### config.mk
export PLATFORM = sky130hd
export DESIGN_NAME = adc_global_conversion_control
export DESIGN_NICKNAME = d
export VERILOG_FILES = /design/src/hdl/adc_gc_pkg.sv /design/src/hdl/adc_global_conversion_control.sv /design/src/hdl/unit_conv_ctrl.sv
export SDC_FILE = /design/constraint.sdc
export NUM_CORES = 1
export LEC_CHECK = 0
export ABC_AREA = 1
export BUFFER_PORTS_ARGS = -buffer_cell sky130_fd_sc_hd__buf_2
export CORE_ASPECT_RATIO = 0.5
export CORE_MARGIN = 2
export CORE_UTILIZATION = 52
export CTS_CLUSTER_SIZE = 12
export DETAILED_ROUTE_END_ITERATION = 7
export PLACE_DENSITY = 0.91
export SYNTH_ARGS = -nofsm -noshare
export SYNTH_HDL_FRONTEND = slang
export SYNTH_SLANG_ARGS = --single-unit
### constraint.sdc
create_clock -name clk_i -period 3.4 [get_ports clk_i]
set_input_delay 0.51 -clock clk_i [delete_from_list [all_inputs] [get_ports clk_i]]
set_output_delay 0.51 -clock clk_i [all_outputs]
set_load 0.05 [all_outputs]
### src/hdl/adc_gc_pkg.sv
// Shared constants and types for the global converter control block
package adc_gc_pkg;

  // ----------------------------------------------------------------
  // Register map
  // ----------------------------------------------------------------
  localparam int ADDR_W = 12;
  localparam int DATA_W = 32;
  localparam int NUM_UNITS = 4;
  localparam logic [ADDR_W-1:0] REQUEST_OFS = 12'h000;
  localparam logic [ADDR_W-1:0] STATUS_OFS = 12'h004;
  localparam logic [NUM_UNITS-1:0] REQUEST_RST = 4'h0;
  localparam logic [NUM_UNITS-1:0] BUSY_RST = 4'h0;
  localparam logic [DATA_W-1:0] RDATA_RST = 32'h0000_0000;

  // ----------------------------------------------------------------
  // Timing
  // ----------------------------------------------------------------
  localparam int CLK_PERIOD_NS = 10;
  localparam int CONVST_MIN_NS = 40;
  localparam int CONVST_CYC_INT = (CONVST_MIN_NS + CLK_PERIOD_NS - 1) / CLK_PERIOD_NS;
  localparam logic [2:0] CONVST_CYC = 3'(CONVST_CYC_INT);
  localparam logic [2:0] CNT_RST = 3'h0;

  // ----------------------------------------------------------------
  // Types
  // ----------------------------------------------------------------
  typedef struct packed {
    logic wr;
    logic rd;
    logic [3:0] be;
    logic [ADDR_W-1:0] addr;
    logic [DATA_W-1:0] wdata;
  } reg_req_t;

  typedef enum logic [2:0] {
    S_IDLE = 3'h0,
    S_PULSE = 3'h1,
    S_RISE = 3'h3,
    S_FALL = 3'h2,
    S_XFER = 3'h6
  } unit_state_t;

endpackage

### src/hdl/adc_global_conversion_control.sv
// Global request and busy registers for four converter units
// ----------------------------------------------------------------
// Summary of operation
// - Writing one to request bit 0 starts a conversion of all eight channels of unit 1.
// - Request bits 1, 2 and 3 do the same for units 2, 3 and 4.
// - A request bit clears itself without software writing zero.
// - A request for a unit in sequencer mode is dropped and leaves busy untouched.
// - A unit's busy flag is high while sampling or result transfer is under way.
// - In manual mode a request write sets the unit's busy flag.
// - Busy flags of units 2 to 4 sit at status bits 1 to 3 and act like unit 1.
// - The status register at 0x004 is read-only, busy resets to zero, bits 31:4 reserved.
// - The request register at 0x000 resets to zero with bits 31:4 reserved.
// - Request bits are set by writing one only; zero writes do nothing.
// ----------------------------------------------------------------
`timescale 1ns/1ps
module adc_global_conversion_control
  import adc_gc_pkg::*;
(
  // Clock and reset
  input wire logic clk_i,
  input wire logic srst_i,
  // Register port
  input wire reg_req_t reg_req_i,
  output logic [DATA_W-1:0] reg_rdata_o,
  output logic reg_rvalid_o,
  // Unit mode and sequencer
  input wire logic [NUM_UNITS-1:0] seq_mode_i,
  input wire logic [NUM_UNITS-1:0] seq_start_i,
  // Converter chips and data store
  input wire logic [NUM_UNITS-1:0] chip_busy_i,
  input wire logic [NUM_UNITS-1:0] xfer_done_i,
  output logic [NUM_UNITS-1:0] convst_o,
  output logic [NUM_UNITS-1:0] xfer_req_o
);

  // ----------------------------------------------------------------
  // Request register
  // ----------------------------------------------------------------
  logic [NUM_UNITS-1:0] request_ff;
  logic [NUM_UNITS-1:0] nxt_request;
  logic req_hit;

  assign req_hit = reg_req_i.wr && reg_req_i.be[0] && (reg_req_i.addr == REQUEST_OFS);

  // Bits live one cycle; only ones in the write set them
  always_comb
  begin
    nxt_request = '0;
    if (req_hit)
    begin
      nxt_request = reg_req_i.wdata[NUM_UNITS-1:0] & ~seq_mode_i;
    end
  end

  always_ff @(posedge clk_i)
  begin
    if (srst_i)
    begin
      request_ff <= REQUEST_RST;
    end
    else
    begin
      request_ff <= nxt_request;
    end
  end

  // ----------------------------------------------------------------
  // Converter units
  // ----------------------------------------------------------------
  logic [NUM_UNITS-1:0] unit_busy;
  logic [NUM_UNITS-1:0] unit_start;

  genvar gi;
  generate
    for (gi = 0; gi < NUM_UNITS; gi++)
    begin : g_unit
      // A request while busy is lost, the unit keeps its running job
      assign unit_start[gi] = request_ff[gi] | (seq_mode_i[gi] & seq_start_i[gi]);
      unit_conv_ctrl u_ctrl (
        .clk_i(clk_i),
        .srst_i(srst_i),
        .start_i(unit_start[gi]),
        .xfer_done_i(xfer_done_i[gi]),
        .busy_o(unit_busy[gi]),
        .chip_busy_i(chip_busy_i[gi]),
        .convst_o(convst_o[gi]),
        .xfer_req_o(xfer_req_o[gi])
      );
    end
  endgenerate

  // ----------------------------------------------------------------
  // Status and read path
  // ----------------------------------------------------------------
  logic [NUM_UNITS-1:0] busy_ff;
  logic [NUM_UNITS-1:0] nxt_busy;
  logic [DATA_W-1:0] rdata_ff;
  logic [DATA_W-1:0] nxt_rdata;
  logic rvalid_ff;
  logic nxt_rvalid;

  always_comb
  begin
    nxt_busy = unit_busy;
    nxt_rvalid = reg_req_i.rd;
    nxt_rdata = '0;
    if (reg_req_i.rd)
    begin
      if (reg_req_i.addr == STATUS_OFS)
      begin
        nxt_rdata = {{(DATA_W-NUM_UNITS){1'b0}}, busy_ff};
      end
      else if (reg_req_i.addr == REQUEST_OFS)
      begin
        nxt_rdata = {{(DATA_W-NUM_UNITS){1'b0}}, request_ff};
      end
    end
  end

  always_ff @(posedge clk_i)
  begin
    if (srst_i)
    begin
      busy_ff <= BUSY_RST;
      rdata_ff <= RDATA_RST;
      rvalid_ff <= 1'b0;
    end
    else
    begin
      busy_ff <= nxt_busy;
      rdata_ff <= nxt_rdata;
      rvalid_ff <= nxt_rvalid;
    end
  end

  assign reg_rdata_o = rdata_ff;
  assign reg_rvalid_o = rvalid_ff;

  // ----------------------------------------------------------------
  // Checks
  // ----------------------------------------------------------------
  a_req_self_clear: assert property (@(posedge clk_i) disable iff (srst_i)
    (request_ff != '0 && !req_hit) |=> request_ff == '0)
    else $error("request bit did not clear itself");

  a_seq_req_ignored: assert property (@(posedge clk_i) disable iff (srst_i)
    req_hit |=> (request_ff & $past(seq_mode_i)) == '0)
    else $error("request taken in sequencer mode");

  a_zero_write_noeffect: assert property (@(posedge clk_i) disable iff (srst_i)
    (req_hit && reg_req_i.wdata[NUM_UNITS-1:0] == '0) |=> request_ff == '0)
    else $error("zero write set a request bit");

  a_manual_sets_busy: assert property (@(posedge clk_i) disable iff (srst_i)
    (req_hit && reg_req_i.wdata[0] && !seq_mode_i[0] && !unit_busy[0]
      && !(seq_mode_i[0] && seq_start_i[0])) |-> ##3 busy_ff[0])
    else $error("manual request did not set busy");

  a_status_readonly: assert property (@(posedge clk_i) disable iff (srst_i)
    (reg_req_i.wr && reg_req_i.addr == STATUS_OFS && unit_busy == '0 && request_ff == '0
      && seq_start_i == '0) |-> ##2 busy_ff == '0)
    else $error("status write changed busy");

  a_read_reserved_zero: assert property (@(posedge clk_i) disable iff (srst_i)
    reg_req_i.rd |=> reg_rvalid_o && reg_rdata_o[DATA_W-1:NUM_UNITS] == '0)
    else $error("read answer late or reserved bits set");

  a_status_tracks_busy: assert property (@(posedge clk_i) disable iff (srst_i)
    (reg_req_i.rd && reg_req_i.addr == STATUS_OFS)
      |=> reg_rdata_o[NUM_UNITS-1:0] == $past(busy_ff))
    else $error("status read differs from busy flags");

  // ----------------------------------------------------------------
  // Per-unit checks
  // ----------------------------------------------------------------
  // Status lags the unit by one cycle, hence the two- and three-cycle delays
  a_write_sets_request: assert property (@(posedge clk_i) disable iff (srst_i)
    (req_hit && reg_req_i.wdata[0] && !seq_mode_i[0]) |=> request_ff[0])
    else $error("request bit 0 not set by write");

  a_unit2_request: assert property (@(posedge clk_i) disable iff (srst_i)
    (req_hit && reg_req_i.wdata[1] && !seq_mode_i[1]) |=> request_ff[1])
    else $error("request bit 1 not set by write");

  a_unit4_sets_busy: assert property (@(posedge clk_i) disable iff (srst_i)
    (req_hit && reg_req_i.wdata[3] && !seq_mode_i[3] && !unit_busy[3])
      |-> ##3 busy_ff[3])
    else $error("request bit 3 did not start unit 4");

  a_seq_busy_untouched: assert property (@(posedge clk_i) disable iff (srst_i)
    (req_hit && reg_req_i.wdata[1] && seq_mode_i[1] && !unit_busy[1] && !request_ff[1]
      && !seq_start_i[1]) |-> ##2 !busy_ff[1])
    else $error("sequencer unit went busy on a request write");

  a_status_shows_unit3: assert property (@(posedge clk_i) disable iff (srst_i)
    $rose(unit_busy[2]) |=> busy_ff[2])
    else $error("unit 3 busy not shown in status");

  a_seq_start_honoured: assert property (@(posedge clk_i) disable iff (srst_i)
    (seq_mode_i[2] && seq_start_i[2] && !unit_busy[2]) |-> ##2 busy_ff[2])
    else $error("sequencer start did not set busy");

  a_busy_after_results: assert property (@(posedge clk_i) disable iff (srst_i)
    $fell(busy_ff[0]) |-> $past(xfer_done_i[0], 2))
    else $error("status busy dropped before results stored");

  // ----------------------------------------------------------------
  // Register map checks
  // ----------------------------------------------------------------
  a_idle_read_quiet: assert property (@(posedge clk_i) disable iff (srst_i)
    !reg_req_i.rd |=> !reg_rvalid_o && reg_rdata_o == '0)
    else $error("read answer without a read");

  a_request_readback: assert property (@(posedge clk_i) disable iff (srst_i)
    (reg_req_i.rd && reg_req_i.addr == REQUEST_OFS)
      |=> reg_rdata_o[NUM_UNITS-1:0] == $past(request_ff))
    else $error("request read differs from request bits");

  // No disable here: this one watches the reset itself
  a_flags_after_reset: assert property (@(posedge clk_i)
    srst_i |=> busy_ff == BUSY_RST && request_ff == REQUEST_RST)
    else $error("flags not cleared by reset");

endmodule // adc_global_conversion_control

### src/hdl/unit_conv_ctrl.sv
// Conversion sequencing for one eight-channel converter unit
`timescale 1ns/1ps
module unit_conv_ctrl
  import adc_gc_pkg::*;
(
  // Clock and reset
  input wire logic clk_i,
  input wire logic srst_i,
  // Control side
  input wire logic start_i,
  input wire logic xfer_done_i,
  output logic busy_o,
  // Converter chip
  input wire logic chip_busy_i,
  output logic convst_o,
  output logic xfer_req_o
);

  // ----------------------------------------------------------------
  // Pin synchroniser
  // ----------------------------------------------------------------
  logic sync1_ff;
  logic sync2_ff;

  always_ff @(posedge clk_i)
  begin
    if (srst_i)
    begin
      sync1_ff <= 1'b0;
      sync2_ff <= 1'b0;
    end
    else
    begin
      sync1_ff <= chip_busy_i;
      sync2_ff <= sync1_ff;
    end
  end

  // ----------------------------------------------------------------
  // Sequence
  // ----------------------------------------------------------------
  unit_state_t state_ff;
  unit_state_t nxt_state;
  logic [2:0] cnt_ff;
  logic [2:0] nxt_cnt;
  logic convst_ff;
  logic nxt_convst;
  logic xfer_ff;
  logic nxt_xfer;

  always_comb
  begin
    nxt_state = state_ff;
    nxt_cnt = cnt_ff;
    nxt_convst = convst_ff;
    nxt_xfer = xfer_ff;
    unique case (state_ff)
      S_IDLE:
      begin
        if (start_i)
        begin
          nxt_state = S_PULSE;
          nxt_convst = 1'b1;
          nxt_cnt = CONVST_CYC - 3'h1;
        end
      end
      S_PULSE:
      begin
        if (cnt_ff == CNT_RST)
        begin
          nxt_state = S_RISE;
          nxt_convst = 1'b0;
        end
        else
        begin
          nxt_cnt = cnt_ff - 3'h1;
        end
      end
      // Chip busy shorter than one clock would be missed here
      S_RISE:
      begin
        if (sync2_ff)
        begin
          nxt_state = S_FALL;
        end
      end
      S_FALL:
      begin
        if (!sync2_ff)
        begin
          nxt_state = S_XFER;
          nxt_xfer = 1'b1;
        end
      end
      S_XFER:
      begin
        if (xfer_done_i)
        begin
          nxt_state = S_IDLE;
          nxt_xfer = 1'b0;
        end
      end
      default:
      begin
        nxt_state = S_IDLE;
        nxt_convst = 1'b0;
        nxt_xfer = 1'b0;
      end
    endcase
  end

  always_ff @(posedge clk_i)
  begin
    if (srst_i)
    begin
      state_ff <= S_IDLE;
      cnt_ff <= CNT_RST;
      convst_ff <= 1'b0;
      xfer_ff <= 1'b0;
    end
    else
    begin
      state_ff <= nxt_state;
      cnt_ff <= nxt_cnt;
      convst_ff <= nxt_convst;
      xfer_ff <= nxt_xfer;
    end
  end

  // Busy spans pulse, sampling and readout
  assign busy_o = (state_ff != S_IDLE);
  assign convst_o = convst_ff;
  assign xfer_req_o = xfer_ff;

  // ----------------------------------------------------------------
  // Checks
  // ----------------------------------------------------------------
  a_start_pulse: assert property (@(posedge clk_i) disable iff (srst_i)
    (state_ff == S_IDLE && start_i) |=> convst_ff [*4] ##1 !convst_ff)
    else $error("conversion start pulse wrong");

  a_busy_until_stored: assert property (@(posedge clk_i) disable iff (srst_i)
    $fell(busy_o) |-> $past(xfer_done_i) && $past(xfer_ff))
    else $error("busy dropped before results stored");

  a_busy_covers_work: assert property (@(posedge clk_i) disable iff (srst_i)
    (convst_ff || xfer_ff || sync2_ff) |-> busy_o)
    else $error("busy low during sampling or transfer");

endmodule // unit_conv_ctrl

==> metrics.md <==
| Metric | Value |
|---|---|
| Status | completed |
| Pleak | 0.001497 µW |
| Ys Warns | 0 |
| Initial core utilization | 55.06% |
| Worst Skew | 0.005126 ns |
| Post-synth top cells | nand2_1 (62), dfxtp_1 (53), nor2_1 (48), inv_1 (47), buf_4 (36) |
| Area Overhead vs Synth | 8.468% |
| CTS H-Tree Depth | 2 |
| Simple-gate share of the synthesized area | 30.05% |
| Overall Global Routing Usage | 17.66% |
| Least-Margin Pin Slew | 0.6925 ns |
| Hold Path Class | in2reg |
| Number of synthesized register bits | 53 |
| Initial antenna violation count | 0 |
| Comb power frac | 46.8% |
| Largest cells by area after synthesis | dfxtp_1 (38%), buf_4 (9.7%), nand2_1 (8.4%), nor2_1 (6.5%), inv_1 (6.4%) |
| Ports | 109 |
| Pint | 1362 µW |
| Most frequent cell after synthesis | nand2_1 |
| Clock share of power | 17.0% |
| Adder-cell share of the synthesized area | 3.604% |
| Fmax | 606.3 MHz |
| Clock buffer depth | 2 |
| Fraction of synthesized cell area in xor and xnor cells | 0.3153% |
| Final hold violations | 0 |
| Top cell type by total area after synthesis | dfxtp_1 |
| Routed Antenna Nets | 0 |
| Total vias in the final route | 2324 |
| GP Congestion | 0.8659 |
| First drt pass iteration count | 4 |
| ANT cells | 0 |
| Post-Synthesis Cells | 384 |
| Crit path capture type | flop |
| Post-synthesis mux area share | 0% |
| Setup TNS | 0 ns |
| Max VDD drop | 368.1 µV |
| CTS root buf | clkbuf_8 |
| FFs w/ async S/R, synth | 0% |
| Power density cells | 813.6 nW/µm² |
| Non-Filler Instances | 495 |
| Avg Cell Area, Syn | 7.234 µm² |
| Die Span Y | 55.68 µm |
| Distinct cell type count after synthesis | 36 |
| Post-CTS setup buffer count | 0 |
| Grt met3 use | 3.981% |
| Critical path type | in2reg |
| Hpwl dp | 3.748 mm |
| Register area share after synthesis | 38.20% |
| Rel. slew slack | 53.78% |
| Switching share of power | 44.44% |
| Post-route DRC | 0 |
| Required time of the worst setup path | 3.63 ns |
| Post-Route WL | 5.136 mm |
| Bufs and invs on worst path | 2 |
| Die ar. | 5978 µm² |
| Die width | 107.4 µm |
| Number of global-route vias before repair | 2052 |
| Reg power frac | 36.2% |
| Clk sinks | 53 |
| Fin. max-slew vios | 0 |
| Critical Path Max Stage Delay | 0.59 ns |
| Starting DRC count in detailed routing | 79 |
| Wire length per cell | 10.38 µm |
| Post-synth EDFFs | 0 |
| GR Layer Usage met1 | 20.87% |
| Area fraction in compound gates after synthesis | 9.369% |
| CP arrival | 1.88 ns |
| Post-CTS Hold Buffers | 0 |
| Grt ovf | 0 |
| RSZ-0062 raised after global routing | no |
| CTS tree | done |
| Largest net degree at the start of global routing | 27 |
| Main synth FF type | dfxtp_1 |
| # port buffers | 49 |
| Worst Path Max Fanout | 26 |
| Post-cts repair resize count | 0 |
| First-pass GRT wire length | 8.473 mm |
| CP delay by family, top | buffers and inverters |
| Share of layout cells above drive strength 1 | 20.94% |
| Synth top area share | 38.20% |
| Most used routing layer | met2 |
| Fin crit period | 1.649 ns |
| Fill count | 444 |
| Final worst path period share | 48.51% |
| Clock latency on the worst-skew pair | 0.31 ns |
| Max Cap Viol | 0 |
| Largest family of logic cells by synthesized area | simple AND/OR/NAND/NOR gates |
| Crit-path slowest cell | inv_1 |
| Row count | 18 |
| Final nets | 501 |
| Crit path launch type | primary input |
| Floorplan Core Area | 5045 µm² |
| Crit-path cells | buf_2, inv_1, nand2_1, a21oi_1 |
| Final setup violation count | 0 |
| Placed cells | 488 |
| CTS Buf Count | 5 |
| GR Util met2 | 31.37% |
| Clk slew on worst S/H paths | 0.09 ns |
| Syn Std Cell Area | 2778 µm² |
| Psw | 1089 µW |
| Vias per cell | 4.695 |
-- power groups by stage --
stage,clock (µW),sequential (µW),combinational (µW)
after floorplan,0,875,1020
after global placement,0,897,1100
after detailed placement,0,902,1130
after CTS,420,888,1140
after global routing,444,910,1300
final,417,889,1150
-- worst reg2reg max path: cells and delay by family, from the launching register on --
family	cells	cell delay, ns
adder cells (fa/ha/maj)	1	0.20
buffers and inverters	1	0.07
flip-flops	1	0.32
AND/OR/NAND/NOR	7	0.68
-- layout make-up --
type	instances	area [µm²]	share of cell area [%]
Inverter	55	206.4	6.852
Multi-Input combinational cell	261	1309	43.44
Sequential cell	53	1061	35.22
Tap cell	70	87.58	2.907
Clock buffer	5	68.82	2.284
Timing Repair Buffer	49	245.2	8.140
Clock inverter	2	35.03	1.163
-- metrics by stage --
step / instance area (µm²) / hold slack (ns) / total power [µW] / utilization, % / worst slack (ns)
2_1_floorplan: 2879 / 0.3883 / 1898 / - / 2.142
3_3_place_gp: 2909 / 0.3896 / 1994 / 57.66 / 1.470
3_5_place_dp: 2909 / 0.3953 / 2031 / 57.66 / 1.457
4_1_cts: 3013 / 0.3589 / 2451 / 59.72 / 1.784
5_1_grt: 3013 / 0.3641 / 2651 / 59.72 / 1.686
6_report: 3013 / 0.3646 / 2451 / 59.72 / 1.751
-- per-layer routing --
metal	vias up	share of wire (%)
met3	7	6.1
met1	1019	46
met2	75	47
met4	0	1.3
met5	-	0
li1	1223	-
-- path summary, 6_finish.rpt --
kind / start / to / slack, ns / cells after the start
setup / recovery: srst_i / reg_rdata_o[2]$_SDFF_PP0_ / 1.75 / 4
hold / removal: seq_mode_i[0] / request_ff[0]$_SDFF_PP0_ / 0.36 / 2
setup reg to reg: g_unit[1].u_ctrl.cnt_ff[0]$_SDFFE_PP0P_ / g_unit[1].u_ctrl.cnt_ff[2]$_SDFFE_PP0P_ / 2.07 / 9
hold reg to reg: g_unit[2].u_ctrl.sync1_ff$_SDFF_PP0_ / g_unit[2].u_ctrl.sync2_ff$_SDFF_PP0_ / 0.41 / 2
-- registers in the layout (all words and copies together) (netlist names) --
| signal | flops |
|---|---|
| g_unit.u_ctrl.cnt_ff | 12 |
| busy_ff | 4 |
| reg_rdata_o | 4 |
| g_unit.u_ctrl.convst_o | 4 |
| reg_rvalid_o | 1 |
| g_unit.u_ctrl.xfer_req_o | 4 |
| g_unit.u_ctrl.state_ff | 12 |
| g_unit.u_ctrl.sync1_ff | 4 |
| request_ff | 4 |
| g_unit.u_ctrl.sync2_ff | 4 |
-- cell families (layout without fill, tap and decap cells) --
logic type                 after synthesis  after routing
and+or+nand+nor                        174            174
other                                    1             28
DFF                                     53             53
buffers and inverters                   97            111
xor gates and xnor gates                 1              1
AOI/OAI and AO/OA                       50             50
adders and majority gates                8              8
-- layout by cell type (no fill, tap or decap), drive strengths merged, types with 2 or more instances in the layout --
cell type and instances:
nand2 71, ha 8, clkinv 2, buf 49, nand3 24, a31oi 2, nor3b 5, dfxtp 53
inv 54, conb 28, nand4 6, nor3 6, nor2 57, clkbuf 5, o21ai 16, a21oi 30
(Power assumes the default switching activity.)
